File: src/common/tcoc_pkg.sv
// constants and types for the timer compare-output control block
package tcoc_pkg;
  // ---------------------------------------------------------------
  // register byte offsets
  // ---------------------------------------------------------------
  localparam logic [7:0] ADR_CTRL = 8'h00;
  localparam logic [7:0] ADR_MODE_HI = 8'h04;
  localparam logic [7:0] ADR_PIN_EN = 8'h08;
  localparam logic [7:0] ADR_TOP_CAP = 8'h0c;
  localparam logic [7:0] ADR_CMP_A = 8'h10;
  localparam logic [7:0] ADR_CMP_B = 8'h14;
  localparam logic [7:0] ADR_STATUS = 8'h18;
  // ---------------------------------------------------------------
  // field positions, masks and reset values
  // ---------------------------------------------------------------
  localparam int CTRL_ACT_A_LSB = 6;
  localparam int CTRL_ACT_B_LSB = 4;
  localparam int CTRL_MODE_LSB = 0;
  localparam logic [7:0] CTRL_WMASK = 8'hf3;
  localparam logic [7:0] CTRL_RST = 8'h00;
  localparam logic [1:0] MODE_HI_RST = 2'h0;
  localparam logic [1:0] PIN_EN_RST = 2'h0;
  localparam logic [15:0] CMP_RST = 16'h0000;
  localparam logic [15:0] TOP_RST = 16'hffff;
  localparam int NUM_CH = 2;
  // ---------------------------------------------------------------
  // output-action codes
  // ---------------------------------------------------------------
  localparam logic [1:0] ACT_OFF = 2'h0;
  localparam logic [1:0] ACT_TOGGLE = 2'h1;
  localparam logic [1:0] ACT_CLEAR = 2'h2;
  localparam logic [1:0] ACT_SET = 2'h3;
  // ---------------------------------------------------------------
  // waveform modes and fixed tops
  // ---------------------------------------------------------------
  localparam logic [3:0] MODE_NORMAL = 4'h0;
  localparam logic [3:0] MODE_PC8 = 4'h1;
  localparam logic [3:0] MODE_PC9 = 4'h2;
  localparam logic [3:0] MODE_PC10 = 4'h3;
  localparam logic [3:0] MODE_CTC_CMP = 4'h4;
  localparam logic [3:0] MODE_FAST8 = 4'h5;
  localparam logic [3:0] MODE_FAST9 = 4'h6;
  localparam logic [3:0] MODE_FAST10 = 4'h7;
  localparam logic [3:0] MODE_PFC_CAP = 4'h8;
  localparam logic [3:0] MODE_PFC_CMP = 4'h9;
  localparam logic [3:0] MODE_PC_CAP = 4'ha;
  localparam logic [3:0] MODE_PC_CMP = 4'hb;
  localparam logic [3:0] MODE_CTC_CAP = 4'hc;
  localparam logic [3:0] MODE_RSVD = 4'hd;
  localparam logic [3:0] MODE_FAST_CAP = 4'he;
  localparam logic [3:0] MODE_FAST_CMP = 4'hf;
  localparam logic [15:0] TOP_MAX = 16'hffff;
  localparam logic [15:0] TOP_8 = 16'h00ff;
  localparam logic [15:0] TOP_9 = 16'h01ff;
  localparam logic [15:0] TOP_10 = 16'h03ff;
  // ---------------------------------------------------------------
  // waveform families
  // ---------------------------------------------------------------
  typedef enum logic [3:0] {
    WAVE_NONPWM = 4'b0001,
    WAVE_FAST = 4'b0010,
    WAVE_DUAL = 4'b0100,
    WAVE_RSVD = 4'b1000
  } tcoc_wave_t;
endpackage : tcoc_pkg

File: src/tcoc_channel.sv
// one compare-output waveform channel
`timescale 1ns/1ns
module tcoc_channel #(
  parameter bit IS_A = 1'b1
) (
  input wire logic clk,
  input wire logic srst,
  input wire logic ce,
  input wire logic [1:0] act,
  input wire tcoc_pkg::tcoc_wave_t wave,
  input wire logic top_bit,
  input wire logic match,
  input wire logic at_top,
  input wire logic cnt_up,
  input wire logic cmp_is_top,
  output logic oc_q,
  output logic conn
);
  // ---------------------------------------------------------------
  // decode
  // ---------------------------------------------------------------
  logic oc_d;
  wire code_tog = (act == tcoc_pkg::ACT_TOGGLE);
  wire tog_ok = IS_A && top_bit;
  wire is_fast = (wave == tcoc_pkg::WAVE_FAST);
  wire is_dual = (wave == tcoc_pkg::WAVE_DUAL);
  // channel b toggle in pwm is reserved, so it stays off the pin
  assign conn = (act != tcoc_pkg::ACT_OFF) && (wave != tcoc_pkg::WAVE_RSVD)
    && !((is_fast || is_dual) && code_tog && !tog_ok); // [RULE5] [RULE11]
  // a match sitting on top would fight the top action
  wire eff_match = match && !(is_fast && act[1] && cmp_is_top); // [RULE8]
  // ---------------------------------------------------------------
  // next output value
  // ---------------------------------------------------------------
  always_comb
  begin
    oc_d = oc_q;
    case (wave)
      tcoc_pkg::WAVE_NONPWM:
      begin
        if (match && code_tog)
          oc_d = ~oc_q; // [RULE4]
        else if (match && act[1])
          oc_d = act[0]; // [RULE4]
      end
      tcoc_pkg::WAVE_FAST:
      begin
        if (code_tog && tog_ok && match)
          oc_d = ~oc_q; // [RULE5]
        else if (act[1] && at_top)
          oc_d = ~act[0]; // [RULE6] [RULE7]
        else if (act[1] && eff_match)
          oc_d = act[0]; // [RULE6] [RULE7]
      end
      tcoc_pkg::WAVE_DUAL:
      begin
        if (code_tog && tog_ok && match)
          oc_d = ~oc_q; // [RULE11]
        else if (act[1] && match)
          oc_d = act[0] ^ ~cnt_up; // [RULE9] [RULE10]
      end
      default:
        oc_d = oc_q;
    endcase
  end

  always_ff @(posedge clk)
  begin
    if (srst)
      oc_q <= 1'b0;
    else if (ce)
      oc_q <= oc_d;
  end
endmodule : tcoc_channel

File: src/tcoc_top.sv
// compare-output control with wishbone register slave and pin muxing
//
// Summary of operation
// RULE1 - nonzero output-action field hands the pin over to the compare output
// RULE2 - compare output drives pin only with direction bit and pin enable set
// RULE3 - pin enable clear keeps normal port use whatever the action field says
// RULE4 - non-pwm codes: off, toggle, clear, set on compare match
// RULE5 - fast pwm toggle code: off unless mode top bit; then only a toggles
// RULE6 - fast pwm code 10 clears on match, sets at top
// RULE7 - fast pwm code 11 sets on match, clears at top
// RULE8 - fast pwm compare equal to top: match ignored, only top action
// RULE9 - dual-slope code 10 clears counting up, sets counting down
// RULE10 - dual-slope code 11 sets counting up, clears counting down
// RULE11 - dual-slope toggle code: off unless mode top bit; then only a toggles
// RULE12 - control bits 7:6 action a, 5:4 action b, read-write, reset zero
// RULE13 - control bits 3:2 reserved, read as zero
// RULE14 - control bits 1:0 low mode bits, joined with two high mode bits
// RULE15 - modes cover plain count, clear on match and three pwm families
// RULE16 - four-bit mode decodes to family and top source per table
//
// The register offsets and the Wishbone interface to the registers are this design's own decisions.
`timescale 1ns/1ns
module tcoc_top (
  input wire logic clk,
  input wire logic srst,
  input wire logic ce,
  input wire logic wb_cyc_i,
  input wire logic wb_stb_i,
  input wire logic wb_we_i,
  input wire logic [7:0] wb_adr_i,
  input wire logic [3:0] wb_sel_i,
  input wire logic [31:0] wb_dat_i,
  output logic [31:0] wb_dat_o,
  output logic wb_ack_o,
  input wire logic [15:0] cnt_value,
  input wire logic cnt_up,
  input wire logic cnt_tick,
  input wire logic [1:0] port_dout,
  input wire logic [1:0] port_ddr,
  output logic [15:0] top_value,
  output logic [3:0] waveform_mode,
  output logic [1:0] pin_o,
  output logic [1:0] pin_oe_n
);
  // ---------------------------------------------------------------
  // registers
  // ---------------------------------------------------------------
  logic [7:0] ctrl_q;
  logic [1:0] mode_hi_q;
  logic [1:0] pin_en_q;
  logic [15:0] top_cap_q;
  logic [15:0] cmp_a_q;
  logic [15:0] cmp_b_q;
  logic [15:0] top_q;
  logic ack_q;
  logic [31:0] rdat_q;
  logic [1:0] pin_o_q;
  logic [1:0] pin_oe_n_q;
  logic [1:0] oc;
  logic [1:0] conn;
  logic [1:0] act [tcoc_pkg::NUM_CH];
  logic [15:0] cmp [tcoc_pkg::NUM_CH];

  function automatic logic [15:0] merge16(
    input logic [15:0] old,
    input logic [31:0] dat,
    input logic [3:0] sel
  );
    merge16 = {sel[1] ? dat[15:8] : old[15:8], sel[0] ? dat[7:0] : old[7:0]};
  endfunction : merge16
  // ---------------------------------------------------------------
  // bus decode
  // ---------------------------------------------------------------
  wire req = wb_cyc_i && wb_stb_i && !ack_q;
  wire wr = req && wb_we_i;
  wire rd = req && !wb_we_i;
  wire hit_ctrl = (wb_adr_i == tcoc_pkg::ADR_CTRL);
  wire hit_mode_hi = (wb_adr_i == tcoc_pkg::ADR_MODE_HI);
  wire hit_pin_en = (wb_adr_i == tcoc_pkg::ADR_PIN_EN);
  wire hit_top_cap = (wb_adr_i == tcoc_pkg::ADR_TOP_CAP);
  wire hit_cmp_a = (wb_adr_i == tcoc_pkg::ADR_CMP_A);
  wire hit_cmp_b = (wb_adr_i == tcoc_pkg::ADR_CMP_B);
  wire hit_status = (wb_adr_i == tcoc_pkg::ADR_STATUS);
  wire wr_lo = wr && wb_sel_i[0];
  wire wr_16 = wr && (wb_sel_i[1:0] != 2'h0);
  wire [31:0] status_word = {28'h0000000, conn, oc};
  // unmapped offsets answer with zero and ignore writes
  wire [31:0] rd_d =
    hit_ctrl ? {24'h000000, ctrl_q} :
    hit_mode_hi ? {30'h0, mode_hi_q} :
    hit_pin_en ? {30'h0, pin_en_q} :
    hit_top_cap ? {16'h0000, top_cap_q} :
    hit_cmp_a ? {16'h0000, cmp_a_q} :
    hit_cmp_b ? {16'h0000, cmp_b_q} :
    hit_status ? status_word :
    32'h00000000;
  // ---------------------------------------------------------------
  // bus slave
  // ---------------------------------------------------------------
  // the slave is frozen with the rest: keep ce high across an access
  always_ff @(posedge clk)
  begin
    if (srst)
    begin
      ack_q <= 1'b0;
      rdat_q <= 32'h00000000;
    end
    else if (ce)
    begin
      ack_q <= req;
      if (rd)
        rdat_q <= rd_d;
    end
  end

  always_ff @(posedge clk)
  begin
    if (srst)
    begin
      ctrl_q <= tcoc_pkg::CTRL_RST;
      mode_hi_q <= tcoc_pkg::MODE_HI_RST;
      pin_en_q <= tcoc_pkg::PIN_EN_RST;
    end
    else if (ce && wr_lo)
    begin
      if (hit_ctrl)
        ctrl_q <= wb_dat_i[7:0] & tcoc_pkg::CTRL_WMASK; // [RULE12] [RULE13]
      if (hit_mode_hi)
        mode_hi_q <= wb_dat_i[1:0]; // [RULE14]
      if (hit_pin_en)
        pin_en_q <= wb_dat_i[1:0];
    end
  end

  always_ff @(posedge clk)
  begin
    if (srst)
    begin
      top_cap_q <= tcoc_pkg::CMP_RST;
      cmp_a_q <= tcoc_pkg::CMP_RST;
      cmp_b_q <= tcoc_pkg::CMP_RST;
    end
    else if (ce && wr_16)
    begin
      if (hit_top_cap)
        top_cap_q <= merge16(top_cap_q, wb_dat_i, wb_sel_i);
      if (hit_cmp_a)
        cmp_a_q <= merge16(cmp_a_q, wb_dat_i, wb_sel_i);
      if (hit_cmp_b)
        cmp_b_q <= merge16(cmp_b_q, wb_dat_i, wb_sel_i);
    end
  end

  assign wb_ack_o = ack_q;
  assign wb_dat_o = rdat_q;
  // ---------------------------------------------------------------
  // mode decode
  // ---------------------------------------------------------------
  wire [3:0] mode = {mode_hi_q, ctrl_q[tcoc_pkg::CTRL_MODE_LSB +: 2]}; // [RULE14]
  wire is_nonpwm = (mode == tcoc_pkg::MODE_NORMAL) || (mode == tcoc_pkg::MODE_CTC_CMP)
    || (mode == tcoc_pkg::MODE_CTC_CAP);
  wire is_fast = (mode == tcoc_pkg::MODE_FAST8) || (mode == tcoc_pkg::MODE_FAST9)
    || (mode == tcoc_pkg::MODE_FAST10) || (mode == tcoc_pkg::MODE_FAST_CAP)
    || (mode == tcoc_pkg::MODE_FAST_CMP);
  wire is_rsvd = (mode == tcoc_pkg::MODE_RSVD);
  // everything left is phase correct or phase and frequency correct
  wire tcoc_pkg::tcoc_wave_t wave =
    is_nonpwm ? tcoc_pkg::WAVE_NONPWM :
    is_fast ? tcoc_pkg::WAVE_FAST :
    is_rsvd ? tcoc_pkg::WAVE_RSVD :
    tcoc_pkg::WAVE_DUAL; // [RULE15] [RULE16]
  wire top_from_cmp = (mode == tcoc_pkg::MODE_CTC_CMP) || (mode == tcoc_pkg::MODE_PFC_CMP)
    || (mode == tcoc_pkg::MODE_PC_CMP) || (mode == tcoc_pkg::MODE_FAST_CMP);
  wire top_from_cap = (mode == tcoc_pkg::MODE_CTC_CAP) || (mode == tcoc_pkg::MODE_PFC_CAP)
    || (mode == tcoc_pkg::MODE_PC_CAP) || (mode == tcoc_pkg::MODE_FAST_CAP);
  wire top_8 = (mode == tcoc_pkg::MODE_PC8) || (mode == tcoc_pkg::MODE_FAST8);
  wire top_9 = (mode == tcoc_pkg::MODE_PC9) || (mode == tcoc_pkg::MODE_FAST9);
  wire top_10 = (mode == tcoc_pkg::MODE_PC10) || (mode == tcoc_pkg::MODE_FAST10);
  wire [15:0] top_d =
    top_from_cmp ? cmp_a_q :
    top_from_cap ? top_cap_q :
    top_8 ? tcoc_pkg::TOP_8 :
    top_9 ? tcoc_pkg::TOP_9 :
    top_10 ? tcoc_pkg::TOP_10 :
    tcoc_pkg::TOP_MAX; // [RULE16]

  always_ff @(posedge clk)
  begin
    if (srst)
      top_q <= tcoc_pkg::TOP_RST;
    else if (ce)
      top_q <= top_d;
  end

  assign top_value = top_q;
  assign waveform_mode = mode;
  // ---------------------------------------------------------------
  // channels and pins
  // ---------------------------------------------------------------
  // matches use the registered top, one cycle behind a mode change
  wire at_top = cnt_tick && (cnt_value == top_q);
  assign act[0] = ctrl_q[tcoc_pkg::CTRL_ACT_A_LSB +: 2]; // [RULE12]
  assign act[1] = ctrl_q[tcoc_pkg::CTRL_ACT_B_LSB +: 2]; // [RULE12]
  assign cmp[0] = cmp_a_q;
  assign cmp[1] = cmp_b_q;

  genvar gi;
  generate
    for (gi = 0; gi < tcoc_pkg::NUM_CH; gi++)
    begin : g_ch
      wire match = cnt_tick && (cnt_value == cmp[gi]);
      wire take = conn[gi] && pin_en_q[gi]; // [RULE1] [RULE3]

      tcoc_channel #(
        .IS_A(gi == 0)
      ) u_ch (
        .clk(clk),
        .srst(srst),
        .ce(ce),
        .act(act[gi]),
        .wave(wave),
        .top_bit(mode_hi_q[1]),
        .match(match),
        .at_top(at_top),
        .cnt_up(cnt_up),
        .cmp_is_top(cmp[gi] == top_q),
        .oc_q(oc[gi]),
        .conn(conn[gi])
      );

      always_ff @(posedge clk)
      begin
        if (srst)
        begin
          pin_o_q[gi] <= 1'b0;
          pin_oe_n_q[gi] <= 1'b1;
        end
        else if (ce)
        begin
          pin_o_q[gi] <= take ? oc[gi] : port_dout[gi]; // [RULE1] [RULE3]
          pin_oe_n_q[gi] <= !port_ddr[gi]; // [RULE2]
        end
      end

    end
  endgenerate

  assign pin_o = pin_o_q;
  assign pin_oe_n = pin_oe_n_q;
endmodule : tcoc_top

File: config.mk
export PLATFORM = sky130hd
export DESIGN_NAME = tcoc_top
export DESIGN_NICKNAME = d
export VERILOG_FILES = /design/src/common/tcoc_pkg.sv /design/src/tcoc_channel.sv /design/src/tcoc_top.sv
export SDC_FILE = /design/constraint.sdc
export NUM_CORES = 1
export LEC_CHECK = 0
export BUFFER_PORTS_ARGS = -buffer_cell sky130_fd_sc_hd__buf_2
export CAP_MARGIN = 20
export CORE_MARGIN = 2
export CORE_UTILIZATION = 50
export CTS_CLUSTER_DIAMETER = 50
export CTS_CLUSTER_SIZE = 25
export DETAILED_ROUTE_END_ITERATION = 8
export PLACE_DENSITY = 0.71
export SKIP_CTS_REPAIR_TIMING = 1
export SLEW_MARGIN = 20
export SYNTH_ARGS = -nofsm -noshare
export SYNTH_HDL_FRONTEND = slang
export SYNTH_SLANG_ARGS = --single-unit
File: constraint.sdc
create_clock -name clk -period 1.9 [get_ports clk]
set_input_delay 0.19 -clock clk [delete_from_list [all_inputs] [get_ports clk]]
set_output_delay 0.19 -clock clk [all_outputs]
set_load 0.03 [all_outputs]
==> impl_metrics.env <==
export IMPL_clkLatencyLatePin_ns=0.36
export IMPL_min_period_over_period_pct=106.8
export IMPL_hold_ws_ns=0.1015
export IMPL_pwr_share_comb_pct=9.5
export IMPL_worstRegToRegCells=7
export IMPL_critPathMaxFanout=4
export IMPL_yosysWarnings=0
export IMPL_async_flop_share_pct=0
export IMPL_vias=5560
export IMPL_die_h_um=112.5
export IMPL_ir_worst_vdd_mv=0.5175
export IMPL_antenna_found_initial=0
export IMPL_critical_path_arrival_ns=2.27
export IMPL_synth_ff_latch_count=97
export IMPL_worstHoldStart="port_dout[1]"
export IMPL_drt_wl_total_um=18290
export IMPL_postLayoutCoreUtil_pct=62.48
export IMPL_cp_start_kind="flip-flop"
export IMPL_rsz0062_at_grt="true"
export IMPL_wl_per_cell_um=18.99
export IMPL_hpwl_um=14000
export IMPL_place_inst=948
export IMPL_synth_edf_count=0
export IMPL_r2r_start="cmp_b_q[8]"
export IMPL_outcome="finished with violations"
export IMPL_first_pass_iters=5
export IMPL_synth_avg_cell_area_um2=8.425
export IMPL_power_density_nw_per_um2=577.7
export IMPL_critPathCaptureType="flip-flop"
export IMPL_drv_cap=0
export IMPL_worstSetupPathType="flip-flop to flip-flop"
export IMPL_maxSlewViolCount=0
export IMPL_synthTopCellsByArea="dfxtp_1 33%, mux2i_1 11%, nor2_1 6.6%"
export IMPL_drc=0
export IMPL_fin_ws_ns=-0.1295
export IMPL_start_util_pct=51.28
export IMPL_pin_count=129
export IMPL_cp_num_buf_inv=0
export IMPL_grt_pass1_wl_um=29040
export IMPL_synthFlopType="dfxtp_1"
export IMPL_share_seq_of_total_power_pct=49.5
export IMPL_hold_violations=0
export IMPL_cts_tree="yes"
export IMPL_worstHoldPathType="primary input to flip-flop"
export IMPL_die_w_um=112.5
export IMPL_clock_path_buffers=2
export IMPL_cts_made_buffers=9
export IMPL_fmax_mhz=492.7
export IMPL_diodes=0
export IMPL_grt_overflow_total=0
export IMPL_gp_congestion=0.9894
export IMPL_violations="negative setup slack"
export IMPL_drive_gt1_share_pct=28.05
export IMPL_clk_pin_slew_worst_paths_ns=0.07
export IMPL_ys_seq_area_share_pct=33.02
export IMPL_io_buffer_count=94
export IMPL_rows=39
export IMPL_n_fill_cell=1013
export IMPL_syn2layout_area_growth_pct=21.83
export IMPL_grt_max_degree=54
export IMPL_critical_path_max_stage_delay_ns=0.46
export IMPL_crit_required_ns=2.14
export IMPL_viasPerCell=5.774
export IMPL_setup_viol=2
export IMPL_final_cells=963
export IMPL_coreArea_um2=11470
export IMPL_tightest_slew_ns=0.6067
export IMPL_hold_end="pin_o[1]"
export IMPL_clockRootBuffer="clkbuf_16"
export IMPL_reg2reg_to="g_ch[1].u_ch.oc_q"
export IMPL_synth_cells=698
export IMPL_p_int_mw=3.078
export IMPL_placed_area_um2=6793
export IMPL_track_usage_pct=29.32
export IMPL_synth_largest_area_cell="dfxtp_1"
export IMPL_clock_sinks=97
export IMPL_finClkSkew_ns=0.005816
export IMPL_path_cells="xor2_1 -> nor4_1 -> nand3_1 -> nor3_1 -> nor4bb_1 -> a311o_1 -> a211oi_2"
export IMPL_maxSlewHeadroom_pct=59.55
export IMPL_critPathTopFamily="simple AND/OR/NAND/NOR gates"
export IMPL_ys_types=60
export IMPL_synth_cell_area_um2=5881
export IMPL_period_needed_ns=2.030
export IMPL_critPathSlowestCell="dfxtp_1"
export IMPL_setup_tns_ns=-0.1498
export IMPL_nNetsFinal=889
export IMPL_h_tree_depth=3
export IMPL_final_area_um2=7164
export IMPL_ant_nets=0
export IMPL_p_sw_share_pct=25.63
export IMPL_critPathLaunch="cmp_b_q[8]"
export IMPL_dieArea_um2=12650
export IMPL_drt_iter0_drc=442
export IMPL_leakage_nw=2.822
export IMPL_netlist_area_leader_share_pct=33.02
export IMPL_rrSetupSlack_ns=-0.13
export IMPL_grt_pass1_vias=5315
export IMPL_power_switching_mw=1.061
export IMPL_power_frac_clock_pct=41.0
export IMPL_hold_depth=3
-- layout make-up --
type | count | area, um2 | area share (%)
multi-input cells | 534 | 3677 | 51.33
flip-flops and latches | 97 | 1963 | 27.40
repair buffers | 163 | 1039 | 14.50
clock buffers | 11 | 242.7 | 3.388
well taps | 143 | 178.9 | 2.497
inverters | 12 | 45.04 | 0.6287
clock inverters | 3 | 18.77 | 0.2620
-- power groups by stage --
stage | clock, mW | combinational [mW] | sequential (mW)
after global placement | 0 | 0.372 | 2.10
final | 1.70 | 0.392 | 2.05
after detailed placement | 0 | 0.379 | 2.10
after floorplan | 0 | 0.214 | 2.13
after CTS | 1.72 | 0.381 | 2.05
after global routing | 1.81 | 0.418 | 2.05
-- per-stage QoR --
stage / worst slack, ns / total power [mW]
final: -0.1295 / 4.139
after global routing: -0.1877 / 4.277
after CTS: -0.1507 / 4.153
after detailed placement: -0.09179 / 2.479
after global placement: -0.07952 / 2.471
after floorplan: 0.006427 / 2.344
-- placed cells by master, fill, tap and decap left out, types with 3 or more instances in the layout --
| cell type | synthesis | layout |
|---|---|---|
| nor2_1 | 103 | 103 |
| buf_2 | 14 | 94 |
| dfxtp_1 | 97 | 84 |
| mux2i_1 | 66 | 66 |
| buf_4 | 19 | 65 |
| xor2_1 | 40 | 38 |
| xnor2_1 | 40 | 37 |
| a21oi_1 | 34 | 34 |
| o21ai_0 | 29 | 29 |
| nand2_1 | 26 | 26 |
| nor3_1 | 16 | 16 |
| conb_1 | 1 | 16 |
| nand2b_1 | 15 | 14 |
| a221oi_1 | 12 | 12 |
| inv_1 | 12 | 12 |
| nor2b_1 | 11 | 11 |
| dfxtp_2 | 0 | 11 |
| mux2_2 | 10 | 10 |
| nand4_1 | 10 | 10 |
| o22ai_1 | 10 | 10 |
| nor3b_1 | 9 | 9 |
| nand3_1 | 9 | 9 |
| clkbuf_16 | 0 | 9 |
| or2_1 | 8 | 8 |
| nor4_1 | 10 | 6 |
| o221ai_1 | 6 | 6 |
| nor4_2 | 2 | 5 |
| nand4b_1 | 4 | 4 |
| a32o_1 | 4 | 4 |
| buf_12 | 0 | 4 |
| nor2_4 | 2 | 3 |
| a311oi_1 | 3 | 3 |
| xnor2_2 | 0 | 3 |
| o211ai_1 | 3 | 3 |
-- sequential cells by signal, indices dropped and copies added (netlist names), 2 cells and up --
signal / count
pin_o: 2
g_ch.u_ch.oc_q: 2
top_cap_q: 16
mode_hi_q: 2
pin_oe_n: 2
pin_en_q: 2
cmp_b_q: 16
cmp_a_q: 16
wb_dat_o: 16
top_value: 16
ctrl_q: 6
-- cell usage after synthesis (2+ instances only) --
master	instances
nand3_2	2
nand4b_1	4
mux2i_1	66
dfxtp_1	97
nand4_1	10
a31oi_1	2
nand2_1	26
nand2b_1	15
o221ai_1	6
xor2_1	40
o22ai_1	10
or2_1	8
nand3_1	9
a211oi_1	2
a32o_1	4
o21ai_0	29
nor3b_2	2
nor3_2	2
buf_2	14
nor2_4	2
a21oi_1	34
nor2_8	2
xnor2_1	40
nor4_2	2
inv_1	12
a221o_1	2
nor3b_1	9
o21a_1	2
nor3_1	16
or2_2	2
a221oi_1	12
nor4_1	10
mux2_2	10
buf_4	19
clkbuf_1	32
nor2b_1	11
nor2_1	103
clkbuf_2	4
a311oi_1	3
o211ai_1	3
-- worst reg2reg max path, cell delays in order, from the launching register on --
cell and delay (ns):
dfxtp_1 0.46, xor2_1 0.13, nor4_1 0.36, nand3_1 0.14, nor3_1 0.23, nor4bb_1 0.33
a311o_1 0.19, a211oi_2 0.08
-- cells by family (layout without fill, tap and decap cells) --
family / after synthesis / after routing / synth area share [%]
AND/OR/NAND/NOR: 245 / 245 / 22.15
AO/OA/AOI/OAI: 117 / 117 / 12.87
flip-flops: 97 / 97 / 33.02
buffers and inverters: 82 / 189 / 6.830
XOR/XNOR: 80 / 80 / 11.92
multiplexers: 76 / 76 / 13.15
other: 1 / 16 / 0.06377
-- metal layers --
layer  track usage (%)  routed length, um  up-vias
li1                  -                  -     2627
met3             5.940               1547       37
met1             40.54               7973     2623
met4             10.89                445        0
met2             45.38               8322      273
met5                 0                  0        -
-- worst max-delay path by stage --
stage | cells past startpoint | slack (ns) | end
finish | 7 | -0.13 | g_ch[1].u_ch.oc_q
global route | 7 | -0.19 | g_ch[1].u_ch.oc_q
CTS | 7 | -0.15 | g_ch[1].u_ch.oc_q
detailed placement | 7 | -0.09 | g_ch[1].u_ch.oc_q
global placement | 7 | -0.08 | g_ch[0].u_ch.oc_q
floorplan | 7 | 0.006 | g_ch[1].u_ch.oc_q
Power figures use the tool's default switching activity.
